File: src/rtl/iwa_pkg.sv
package iwa_pkg;
	// Serial clocks in the data part of a byte, and the acknowledge clock.
	localparam int unsigned BYTE_CLOCKS = 8;
	localparam int unsigned ACK_CLOCK = 9;
	localparam int unsigned CNT_W = 4;
	localparam logic [3:0] CNT_BYTE = 4'h8;
	localparam logic [3:0] CNT_ACK = 4'h9;
	localparam logic [3:0] CNT_RST = 4'h0;
	// Upper four address bits that mark an extension code.
	localparam logic [3:0] EXT_CODE_PREFIX = 4'h0;
	localparam int unsigned EXT_PREFIX_LSB = 4;
	localparam int unsigned ADDR_W = 7;
	// Reset values of the configuration and tracking state.
	localparam logic WPS_RST = 1'b0;
	localparam logic [7:0] SHIFT_RST = 8'h00;
	localparam logic [1:0] SYNC_RST = 2'h3;
	typedef enum logic {
		IWA_RUN,
		IWA_WAIT
	} iwa_state_e;
endpackage

File: src/rtl/iwa_line_sync.sv
module iwa_line_sync #(
	parameter int unsigned WIDTH = 2
) (
	input wire logic ref_clk_i,
	input wire logic reset_n_i,
	input wire logic [WIDTH-1:0] line_i,
	output logic [WIDTH-1:0] line_o,
	output logic [WIDTH-1:0] rise_o,
	output logic [WIDTH-1:0] fall_o
);
	// Lines idle high, so every stage resets to one to avoid false edges.
	genvar g;
	generate
		for (g = 0; g < WIDTH; g++) begin : g_line
			logic meta;
			logic stable;
			logic prev;
			always_ff @(posedge ref_clk_i or negedge reset_n_i) begin
				if (!reset_n_i) begin
					meta <= 1'b1;
					stable <= 1'b1;
					prev <= 1'b1;
				end else begin
					meta <= line_i[g];
					stable <= meta;
					prev <= stable;
				end
			end
			assign line_o[g] = stable;
			assign rise_o[g] = stable & ~prev;
			assign fall_o[g] = ~stable & prev;
		end
	endgenerate
endmodule

File: src/rtl/iwa_wait_ack.sv
// Summary of operation
// [RULE_01] Select at 0: data byte interrupt at eighth clock falling edge.
// [RULE_02] Master, select at 0: hold clock low after eight clocks, wait.
// [RULE_03] Slave, select at 0: pull clock low after eight clocks, wait.
// [RULE_04] Slave, select at 1: hold clock low at the wait point too.
// [RULE_05] Select at 1: interrupt and wait at ninth falling edge.
// [RULE_06] Address byte always interrupts at the ninth falling edge; the code only when master, matched or extension.
// [RULE_07] Select setting applies only after the address transfer.
// [RULE_08] Master waits at ninth falling edge of the address byte.
// [RULE_09] Addressed slave waits after giving its acknowledge.
// [RULE_10] Slave receiving an extension code waits at eighth falling edge.
// [RULE_11] Select bit cleared by reset or write 0, set by write 1.
// [RULE_12] Ack enable 1 drives data low in ninth clock; 0 drives none.
// [RULE_13] Ack enable also governs acknowledging an extension code.
// [RULE_14] Software expecting an extension code sets ack enable.
// [RULE_15] Release trigger ends wait, frees clock, then clears itself.
module iwa_wait_ack (
	input wire logic ref_clk_i,
	input wire logic reset_n_i,
	input wire logic serial_clock_line_i,
	input wire logic serial_data_line_i,
	output logic serial_clock_line_o,
	output logic serial_clock_line_oe_n_o,
	output logic serial_data_line_o,
	output logic serial_data_line_oe_n_o,
	input wire logic wait_point_select_wr_i,
	input wire logic wait_point_select_data_i,
	output logic wait_point_select_o,
	input wire logic ack_drive_enable_i,
	input wire logic wait_release_trigger_i,
	input wire logic master_mode_i,
	input wire logic receiving_i,
	input wire logic [iwa_pkg::ADDR_W-1:0] own_addr_i,
	output logic xfer_irq_o,
	output logic wait_o,
	output logic addr_match_o,
	output logic ext_code_o
);
	import iwa_pkg::*;

	logic scl_s;
	logic sda_s;
	logic scl_rise;
	logic scl_fall;
	logic sda_rise;
	logic sda_fall;

	iwa_line_sync #(
		.WIDTH(2)
	) u_sync (
		.ref_clk_i(ref_clk_i),
		.reset_n_i(reset_n_i),
		.line_i({serial_data_line_i, serial_clock_line_i}),
		.line_o({sda_s, scl_s}),
		.rise_o({sda_rise, scl_rise}),
		.fall_o({sda_fall, scl_fall})
	);

	iwa_state_e state;
	iwa_state_e next_state;
	logic [CNT_W-1:0] bit_cnt;
	logic [CNT_W-1:0] next_bit_cnt;
	logic [7:0] shift;
	logic [7:0] next_shift;
	logic addr_phase;
	logic next_addr_phase;
	logic selected;
	logic next_selected;
	logic matched;
	logic next_matched;
	logic ext_code;
	logic next_ext_code;
	logic wps;
	logic next_wps;
	logic wrel;
	logic next_wrel;
	logic irq;
	logic next_irq;
	logic ack_drv;
	logic next_ack_drv;

	logic start_det;
	logic stop_det;
	logic fall8;
	logic fall9;
	logic addr_hit;
	logic ext_hit;
	logic wait_evt;

	assign start_det = sda_fall & scl_s;
	assign stop_det = sda_rise & scl_s;
	assign fall8 = scl_fall & (bit_cnt == CNT_BYTE);
	assign fall9 = scl_fall & (bit_cnt == CNT_ACK);
	assign addr_hit = ~master_mode_i && (shift[7:1] == own_addr_i);
	assign ext_hit = ~master_mode_i
		&& (shift[7:EXT_PREFIX_LSB] == EXT_CODE_PREFIX);

	always_comb begin
		next_wps = wps;
		if (wait_point_select_wr_i) begin
			next_wps = wait_point_select_data_i; // [RULE_11]
		end
		next_wrel = wait_release_trigger_i; // [RULE_15]
		next_bit_cnt = bit_cnt;
		next_shift = shift;
		next_addr_phase = addr_phase;
		next_selected = selected;
		next_matched = matched;
		next_ext_code = ext_code;
		next_ack_drv = ack_drv;
		next_irq = 1'b0;
		wait_evt = 1'b0;
		if (start_det || stop_det) begin
			next_bit_cnt = CNT_RST;
			next_addr_phase = start_det;
			next_selected = start_det & master_mode_i;
			next_matched = 1'b0;
			next_ext_code = 1'b0;
			next_ack_drv = 1'b0;
		end else begin
			if (scl_rise && bit_cnt < CNT_ACK) begin
				next_bit_cnt = bit_cnt + 4'h1;
				if (bit_cnt < CNT_BYTE) begin
					next_shift = {shift[6:0], sda_s};
				end
			end
			if (fall8) begin
				if (addr_phase) begin
					next_matched = addr_hit;
					next_ext_code = ext_hit & ~addr_hit;
					next_selected = master_mode_i | addr_hit | ext_hit;
					// Extension codes use the same enable as addresses.
					next_ack_drv = ack_drive_enable_i
						& (addr_hit | ext_hit); // [RULE_12] [RULE_13]
					wait_evt = ext_hit & ~addr_hit; // [RULE_10]
				end else begin
					next_ack_drv = ack_drive_enable_i
						& selected & receiving_i; // [RULE_12]
					// Data bytes only: the address byte ignores the select.
					if (selected && !wps) begin // [RULE_07]
						next_irq = 1'b1; // [RULE_01]
						wait_evt = 1'b1; // [RULE_02] [RULE_03]
					end
				end
			end
			if (fall9) begin
				next_bit_cnt = CNT_RST;
				next_ack_drv = 1'b0;
				next_addr_phase = 1'b0;
				if (addr_phase) begin
					next_irq = selected; // [RULE_06]
					wait_evt = master_mode_i | matched; // [RULE_08] [RULE_09]
				end else if (selected && wps) begin
					next_irq = 1'b1; // [RULE_05]
					wait_evt = 1'b1; // [RULE_04] [RULE_05]
				end
			end
		end
	end

	always_comb begin
		next_state = state;
		case (state)
			IWA_RUN: begin
				if (wait_evt) begin
					next_state = IWA_WAIT;
				end
			end
			IWA_WAIT: begin
				// A stop ends the transfer, so no wait may outlive it.
				if (wrel || stop_det) begin
					next_state = IWA_RUN; // [RULE_15]
				end
			end
			default: begin
				next_state = IWA_RUN;
			end
		endcase
	end

	always_ff @(posedge ref_clk_i or negedge reset_n_i) begin
		if (!reset_n_i) begin
			state <= IWA_RUN;
			bit_cnt <= CNT_RST;
			shift <= SHIFT_RST;
			addr_phase <= 1'b0;
			selected <= 1'b0;
			matched <= 1'b0;
			ext_code <= 1'b0;
			wps <= WPS_RST;
			wrel <= 1'b0;
			irq <= 1'b0;
			ack_drv <= 1'b0;
		end else begin
			state <= next_state;
			bit_cnt <= next_bit_cnt;
			shift <= next_shift;
			addr_phase <= next_addr_phase;
			selected <= next_selected;
			matched <= next_matched;
			ext_code <= next_ext_code;
			wps <= next_wps;
			wrel <= next_wrel;
			irq <= next_irq;
			ack_drv <= next_ack_drv;
		end
	end

	// Both pins are open drain: only a low level is ever driven.
	assign serial_clock_line_o = 1'b0;
	assign serial_clock_line_oe_n_o = (state != IWA_WAIT);
	assign serial_data_line_o = 1'b0;
	assign serial_data_line_oe_n_o = ~ack_drv;
	assign wait_point_select_o = wps;
	assign xfer_irq_o = irq;
	assign wait_o = (state == IWA_WAIT);
	assign addr_match_o = matched;
	assign ext_code_o = ext_code;
endmodule

File: config.mk
export PLATFORM = sky130hd
export DESIGN_NAME = iwa_wait_ack
export DESIGN_NICKNAME = d
export VERILOG_FILES = /design/src/rtl/iwa_pkg.sv /design/src/rtl/iwa_line_sync.sv /design/src/rtl/iwa_wait_ack.sv
export SDC_FILE = /design/constraint.sdc
export NUM_CORES = 1
export LEC_CHECK = 0
export BUFFER_PORTS_ARGS = -buffer_cell sky130_fd_sc_hd__buf_2
export CAP_MARGIN = 20
export CORE_AREA = 10 10 79 81
export CTS_CLUSTER_DIAMETER = 150
export CTS_CLUSTER_SIZE = 24
export DETAILED_ROUTE_END_ITERATION = 10
export DIE_AREA = 0 0 89 91
export PLACE_DENSITY = 0.44
export RECOVER_POWER = 100
export REMOVE_ABC_BUFFERS = 1
export SYNTH_ARGS = -nofsm -noshare
export SYNTH_HDL_FRONTEND = slang
export SYNTH_SLANG_ARGS = --single-unit
File: constraint.sdc
create_clock -name ref_clk_i -period 3.7 [get_ports ref_clk_i]
set_input_delay 1.11 -clock ref_clk_i [delete_from_list [all_inputs] [get_ports ref_clk_i]]
set_output_delay 1.11 -clock ref_clk_i [all_outputs]
set_load 0.05 [all_outputs]
**Word level (Yosys, flattened, before mapping)**

Cells that the tools add are included.

- Flip-flop bits (word level): 27
- Input port bits: 17
- Output and inout bits: 9
- Word-level logic and storage cells: 99

- Add/sub/neg operators: 1
- $lt $le $gt $ge: 2
- Equality and inequality tests: 3
- Multiplexer cells: 34
- Bitwise logic cells: 26
- Reduce and logical (&&, ||, !) cells: 16

Operators with widths:

| kind | number |
|---|---|
| 1-bit two-way mux | 30 |
| 1-bit AND | 13 |
| 4-bit two-way mux | 3 |
| 1-bit inverter | 9 |
| 4-bit == test (second input constant) | 2 |
| 4-bit less-than comparator (second input constant) | 2 |
| 7-bit == test | 1 |
| 2-bit nonzero test | 3 |
| 3-bit nonzero test | 2 |
| 1-bit logical AND | 5 |
| 4-bit by 1-bit adder with 4-bit output (second input constant) | 1 |
| 4-bit zero test | 1 |
| 1-bit bitwise OR | 4 |
| 3-bit AND reduction | 1 |
| 1-bit logical OR | 2 |
| 1-bit one-hot mux with 2 select lines | 1 |
| 2-bit AND reduction | 1 |
| 1-bit zero test | 1 |

**Logic depth before layout (Yosys ltp)**

Gate-level depths: netlist of run 1.

- Word-level depth: 12
- Gate-level depth with buffers: 6
- Gate-level depth less buffers: 6

**By module**

From an unflattened synthesis of run 1, not the netlist that was laid out.

- Cell total of the unflattened synthesis: 113
- Area total of the unflattened synthesis: 1292.5 um2

By module, submodules not included:

| module | instances | cells each | area each (um2) | sequential area each (um2) |
|---|---|---|---|---|
| iwa_wait_ack | 1 | 101 | 1084.8 | 525.5 |
| iwa_line_sync | 1 | 12 | 207.7 | 157.7 |

**Least setup slack after synthesis of run 1**

OpenSTA, ideal clock, no wires.

- Path kind: register to output
- From: register state, in the netlist wait_o
- To: output serial_clock_line_oe_n_o
- Data arrival time: 0.973 ns
- Data required time: 2.590 ns
- Path slack: 1.617 ns
- Cell stages (with the launch flop): 2
- Cell sequence: dfrtp_1 -> inv_1

- Longest elaborated chain between the ends: 1

Ends and longest elaborated chain:

| element | line | source |
|---|---|---|
| start, declared | iwa_wait_ack.sv:59 | `iwa_state_e state;` |
| start signal, assigned | iwa_wait_ack.sv:195 | `state <= next_state;` |
| 1-bit inverter | -- |  |
| end, declared | iwa_wait_ack.sv:23 | `output logic serial_clock_line_oe_n_o,` |

No other way between the ends.

**Worst setup path in the final report of run 1**

- From: register u_sync.g_line[0].stable
- To: register shift[4]

- Longest elaborated chain between the ends: 4
- Elaborated cells between the ends (all ways): 7

Ends and longest elaborated chain:

| element | line | source |
|---|---|---|
| start, declared | iwa_line_sync.sv:16 | `logic stable;` |
| start signal, assigned | iwa_line_sync.sv:25 | `stable <= meta;` |
| 1-bit AND, on equally long branches | iwa_wait_ack.sv:90, iwa_wait_ack.sv:91 |  |
| 1-bit logical OR | iwa_wait_ack.sv:113 | `if (start_det \|\| stop_det) begin` |
| 1-bit inverter (no line) | -- |  |
| 3-bit AND reduction (no line) * | -- |  |
| end signal, assigned | iwa_wait_ack.sv:197 | `shift <= next_shift;` |
| end, declared | iwa_wait_ack.sv:63 | `logic [7:0] shift;` |

Every way passes the cells marked *; elsewhere a longest branch is shown, timed or not.
A chain may end at the register's enable or synchronous reset.

==> summary.md, run 1 <==
| Metric | Value |
|---|---|
| Status | `finished with violations` |
| Failing checks | `max-capacitance violations, max-slew violations` |
| Per-cell routed wire length | `15.0 microns` |
| Antenna Nets Post-Route | `0` |
| Post-Synthesis Cells | `120` |
| Cells on worst reg2reg path | `3` |
| Standard-cell row count | `25` |
| WHS | `0.367 ns` |
| Starting Density | `0.293` |
| Number of synthesized flops with an enable pin | `0` |
| Max FO, Critical Path | `10` |
| Synthesized area | `1370 sq um` |
| Final setup TNS | `0 ns` |
| Finish-stage setup viols | `0` |
| Clock power frac | `0.223` |
| P_leak | `0.661 nW` |
| #FFs+latches synth | `27` |
| WS Path Type | `reg -> reg` |
| Placeable Area | `4660 sq um` |
| Vias in the first global route | `1,027` |
| H-tree Lvls | `1` |
| Post-route design area | `1530 sq um` |
| Clock Tree Root | `clkbuf_8` |
| CTS tree | `built` |
| HPWL Detailed | `2270 microns` |
| Die width | `89 microns` |
| Placed cells | `193` |
| Post-synthesis sequential area ratio | `0.500` |
| Initial antenna violation count | `0` |
| Die ar. | `8100 sq um` |
| Final non-filler cell total | `197` |
| Synth warn | `0` |
| Internal power | `518 uW` |
| Largest net degree at the start of global routing | `28` |
| Power Density | `506 nW/um^2` |
| Synth cell types | `38` |
| CTS Buf Count | `3` |
| RSZ-0062 raised after global routing | `false` |
| Crit start category | `flip-flop` |
| Hold Crit Depth | `0` |
| WHS Endpoint | `u_sync.g_line[1].stable` |
| Fin crit period | `2.43 ns` |
| Num ports | `26` |
| GRT Util Overall | `0.0772` |
| Dpl ws | `1.42 ns` |
| Crit-path cells | `nand2b_1 > a211oi_1 > mux2_2` |
| Setup crit end kind | `flip-flop` |
| GRT overflow | `0` |
| Clock skew | `0.00153 ns` |
| R2r endpoint | `shift[4]` |
| Worst Tran Pin Value | `1.51 ns` |
| Hold_buf cts | `0` |
| Iter 0 DRT Violations | `54` |
| Critical path arrival | `2.60 ns` |
| Ys flop type | `dfrtp_1` |
| Most frequent cells in the layout | `dfrtp_1, buf_2, nor2_1` |
| Sequential share of power | `0.531` |
| Antenna Cells | `0` |
| Slew Viols, Final | `28` |
| Psw | `254 uW` |
| Nets | `164` |
| Fmax | `411 MHz` |
| Share of flip-flops with an asynchronous set or reset | `1.00` |
| Critical hold path startpoint | `u_sync.g_line[1].meta` |
| CP required | `3.87 ns` |
| Final Core Density | `0.328` |
| Final Hold Viols | `0` |
| Commonest non-fill, non-tap cell in the layout | `dfrtp_1` |
| Delay-heaviest family, CP | `compound AO/OA/AOI/OAI gates` |
| Max clock buf depth | `2` |
| VDD IR max | `0.217 mV` |
| Total chip power | `772 uW` |
| Max incr delay on CP | `1.04 ns` |
| Hold/Removal Path Class | `reg -> reg` |
| Clock slew at the register clock pins of the worst setup and hold paths | `0.09 ns` |
| WL final | `2960 microns` |
| Slew headroom | `-0.00550` |
| DRT Pass-1 Iters | `5` |
| Sw frac | `0.329` |
| PortBufs | `23` |
| Crit path buffers/inverters | `0` |
| Post-cts resize count | `0` |
| Total number of vias | `942` |
| Clock sinks | `27` |
| R2R setup slack | `1.27 ns` |
| Drt drc | `0` |
| GP Congestion | `0.777` |
| Setup ws final | `1.27 ns` |
| Period utilization | `0.657` |
| Combinational Power Share | `0.247` |
| Share of layout cells above drive strength 1 | `0.245` |
| First-pass GRT wire length | `4970 microns` |
| Die Height | `91 microns` |
| Average via count per standard cell | `4.78` |
| Clk_lat worst skew | `0.27 ns` |
| Postcts setup bufs | `0` |
| Maxcap violations | `1` |
| P&R area growth vs syn | `11.8%` |
| Slowest cell on crit path | `a211oi_1` |
| Placed Area | `1510 sq um` |
| Post-Syn Area per Cell | `11.4 sq um` |
| R2r startpoint | `u_sync.g_line[0].stable` |
## area by class of cell
class	count	area, sq um
clock buffers	3	41.3
clock inverters	1	7.51
fillers	481	3130
inverters	7	26.3
multi-input cells	82	596
flip-flops and latches	27	683
well taps	54	67.6
repair buffers	23	105
## per-layer routing
metal,up-vias,wire length [microns],track usage
met4,0,44,0.0279
met5,-,0,0
met2,24,1370,0.121
met3,5,185,0.0277
met1,453,1350,0.0941
li1,460,-,-
## cells in the mapped netlist (2+ instances only)
| cell | instances | share of area |
|---|---|---|
| nand2b_1 | 2 | 0.0092 |
| buf_4 | 3 | 0.016 |
| inv_1 | 7 | 0.019 |
| a211oi_1 | 3 | 0.016 |
| nor2_1 | 10 | 0.028 |
| dfrtp_1 | 21 | 0.38 |
| nand3_1 | 4 | 0.015 |
| mux2_2 | 9 | 0.074 |
| xor2_1 | 7 | 0.045 |
| a41oi_1 | 2 | 0.013 |
| dfstp_2 | 6 | 0.12 |
| a21oi_1 | 5 | 0.018 |
| nand2_1 | 9 | 0.025 |
| o21ai_1 | 2 | 0.0073 |
| a221oi_2 | 2 | 0.022 |
| nor3_1 | 3 | 0.011 |
| ha_1 | 3 | 0.028 |
| xnor2_1 | 2 | 0.013 |
## power by group through the flow
stage	Sequential (mW)	Clock, mW	Combinational (mW)
2_1_floorplan	0.405	0	0.151
3_3_place_gp	0.417	0	0.194
3_5_place_dp	0.419	0	0.199
4_1_cts	0.412	0.182	0.200
5_1_grt	0.422	0.197	0.211
6_report	0.410	0.172	0.190
## how the worst max path moves through the flow
stage	cells after the start	end	from
after global routing	3	shift[4]	u_sync.g_line[0].stable
after floorplan	1	serial_clock_line_oe_n_o	wait_o
after CTS	2	serial_clock_line_oe_n_o	wait_o
after global placement	5	ack_drv	own_addr_i[5]
after detailed placement	5	ack_drv	own_addr_i[5]
final	3	shift[4]	u_sync.g_line[0].stable
## sequential cells by signal, indices dropped and copies added, names as in the netlist
| name | flops |
|---|---|
| shift | 8 |
| bit_cnt | 4 |
| u_sync.g_line.meta | 2 |
| u_sync.g_line.prev | 2 |
| u_sync.g_line.stable | 2 |
| ack_drv | 1 |
| addr_match_o | 1 |
| addr_phase | 1 |
| ext_code_o | 1 |
| selected | 1 |
| wait_o | 1 |
| wait_point_select_o | 1 |
| wrel | 1 |
| xfer_irq_o | 1 |
## cells by family (layout without fill, tap and decap cells)
logic type,count (synthesis),count (layout),share of synthesized area
buf+inv,12,34,0.0477
flops,27,27,0.500
fa+ha+maj,3,3,0.0275
other cells,1,2,0.00275
xor+xnor,10,10,0.0697
simple gates,36,36,0.145
mux,10,10,0.0816
compound gates,21,21,0.126
(Power assumes the default switching activity.)
==> run 2, diff against run 1 <==
PLACE_DENSITY = 0.46   (was 0.44)
clock period = 2.1 ns   (was 3.7 ns; I/O delays follow)
==> summary.md, run 2 (synthesis results as in run 1) <==
| Metric | Value |
|---|---|
| Status | `finished clean` |
| Nets | `164 (unchanged)` |
| Clock Tree Root | `clkbuf_8` |
| Max incr delay on CP | `0.50 ns (-0.54 ns)` |
| Crit path buffers/inverters | `2 (+2)` |
| Initial antenna violation count | `0 (unchanged)` |
| P_leak | `0.661 nW (about the same)` |
| WS Path Type | `reg -> out` |
| Fillers | `495 (+2.9%)` |
| Hold Crit Depth | `0 (unchanged)` |
| Clk_lat worst skew | `0.28 ns (about the same)` |
| Clock sinks | `27 (unchanged)` |
| Total chip power | `1.35 mW (+75%)` |
| Largest Register | `shift` |
| Worst Tran Pin Value | `1.45 ns (-0.0565 ns)` |
| R2R setup slack | `0.29 ns (-0.98 ns)` |
| GP Congestion | `0.741 (-4.7%)` |
| PortBufs | `23 (unchanged)` |
| Final Hold Viols | `0 (unchanged)` |
| Die ar. | `8100 sq um (unchanged)` |
| Clock slew at the register clock pins of the worst setup and hold paths | `0.10 ns (about the same)` |
| Max FO, Critical Path | `3 (-7)` |
| Crit start category | `flip-flop` |
| Slowest cell on crit path | `clkbuf_1` |
| Most frequent cells in the layout | `dfrtp_1, buf_2, nor2_1` |
| Antenna Cells | `0 (unchanged)` |
| CTS tree | `built` |
| P&R area growth vs syn | `11.3%` |
| GRT Util Overall | `0.0731 (-0.00412)` |
| Slew Viols, Final | `0 (-100%)` |
| Post-cts resize count | `0 (unchanged)` |
| Commonest non-fill, non-tap cell in the layout | `dfrtp_1` |
| Power Density | `890 nW/um^2 (+76%)` |
| Cells on worst reg2reg path | `3 (unchanged)` |
| Postcts setup bufs | `0 (unchanged)` |
| Post-route design area | `1520 sq um (-0.49%)` |
| Final Core Density | `0.326 (-0.00161)` |
| RSZ-0062 raised after global routing | `false` |
| Total number of vias | `944 (+0.21%)` |
| Starting Density | `0.293 (unchanged)` |
| Finish-stage setup viols | `0 (unchanged)` |
| HPWL Detailed | `2210 microns (-2.7%)` |
| CP required | `1.47 ns (-2.40 ns)` |
| Slew headroom | `0.0321 (+0.0376)` |
| Standard-cell row count | `25 (unchanged)` |
| Share of layout cells above drive strength 1 | `0.245 (unchanged)` |
| Max reg flops | `8 (unchanged)` |
| Per-cell routed wire length | `14.3 microns (-4.4%)` |
| Critical path arrival | `1.29 ns (-1.31 ns)` |
| Clock skew | `0.00605 ns (+0.00452 ns)` |
| Period utilization | `0.913` |
| Antenna Nets Post-Route | `0 (unchanged)` |
| Maxcap violations | `0 (-1)` |
| Placeable Area | `4660 sq um (unchanged)` |
| Crit-path cells | `inv_1 > clkbuf_1` |
| Final setup TNS | `0 ns (unchanged)` |
| Drt drc | `0 (unchanged)` |
| Largest net degree at the start of global routing | `28 (unchanged)` |
| Fin crit period | `1.92 ns` |
| Vias in the first global route | `969 (-5.6%)` |
| Delay-heaviest family, CP | `buffers and inverters` |
| Iter 0 DRT Violations | `65 (+20%)` |
| Critical hold path startpoint | `u_sync.g_line[0].meta` |
| Die Height | `91 microns (unchanged)` |
| Hold_buf cts | `0 (unchanged)` |
| Largest regs | `shift x8, bit_cnt x4` |
| Placed Area | `1510 sq um (unchanged)` |
| First-pass GRT wire length | `4710 microns (-5.3%)` |
| Die width | `89 microns (unchanged)` |
| Max clock buf depth | `2 (unchanged)` |
| Num ports | `26 (unchanged)` |
| R2r startpoint | `u_sync.g_line[1].stable` |
| VDD IR max | `0.430 mV (+99%)` |
| Fmax | `522 MHz` |
| GRT overflow | `0 (unchanged)` |
| Setup crit end kind | `primary output` |
| Hold/Removal Path Class | `reg -> reg` |
| CTS Buf Count | `3 (unchanged)` |
| Average via count per standard cell | `4.79 (+0.21%)` |
| WL final | `2830 microns (-4.4%)` |
| WHS Endpoint | `u_sync.g_line[0].stable` |
| DRT Pass-1 Iters | `4 (-1)` |
| R2r endpoint | `shift[3]` |
| H-tree Lvls | `1 (unchanged)` |
-- run 2: cell count changes in the layout (fill, tap and decap cells not counted) --
cell and delta:
a211oi_1 -1, a211oi_4 +1, dfstp_1 -1, dfstp_2 +1, nand3_1 +1, nand3_4 -1, o21ai_0 -1, o21ai_1 +1
xor2_1 +1, xor2_2 -1
-- run 2: through the flow --
step           hold WS [ns]  instances  setup WS (ns)
4_1_cts               0.362        197          0.326
3_5_place_dp          0.347        193          0.274
5_1_grt               0.371        197          0.142
2_1_floorplan         0.334        116          0.497
3_3_place_gp          0.347        193          0.319
6_report              0.364        197          0.183
-- run 2: worst max path at each step --
stage                                 start                       end  slack (ns)  cells after the start
finish                               wait_o  serial_clock_line_oe_n_o        0.18                      2
CTS                 u_sync.g_line[0].stable                  shift[3]        0.33                      3
floorplan                            wait_o  serial_clock_line_oe_n_o        0.50                      1
global route                         wait_o  serial_clock_line_oe_n_o        0.14                      2
global placement              own_addr_i[5]                   ack_drv        0.32                      5
detailed placement            own_addr_i[5]                   ack_drv        0.27                      5
-- run 2: report_power, final --
group	internal (mW)	switching, mW
clock	0.135	0.169
combinational	0.160	0.165
sequential	0.619	0.104
total	0.913	0.439
-- run 2: final cells by class --
cell class | count | area (sq um) | share of cell area
Clock buffer | 3 | 41.3 | 0.0272
Clock inverter | 1 | 7.51 | 0.00494
Inverter | 7 | 26.3 | 0.0173
Multi-Input combinational cell | 82 | 588 | 0.387
Sequential cell | 27 | 683 | 0.450
Tap cell | 54 | 67.6 | 0.0445
Timing Repair Buffer | 23 | 105 | 0.0692
-- run 2: worst register-to-register path, delay by kind of cell (launching register included) --
family          cells  cell delay, ns
flops               1            0.63
mux                 1            0.39
compound gates      1            0.49
xor+xnor            1            0.19
-- run 2: metal layers --
| layer | routed length, microns | global-route usage |
|---|---|---|
| met1 | 1240 | 0.0889 |
| met2 | 1400 | 0.117 |
| met3 | 169 | 0.0286 |
| met4 | 14 | 0.0199 |
| met5 | 0 | 0 |
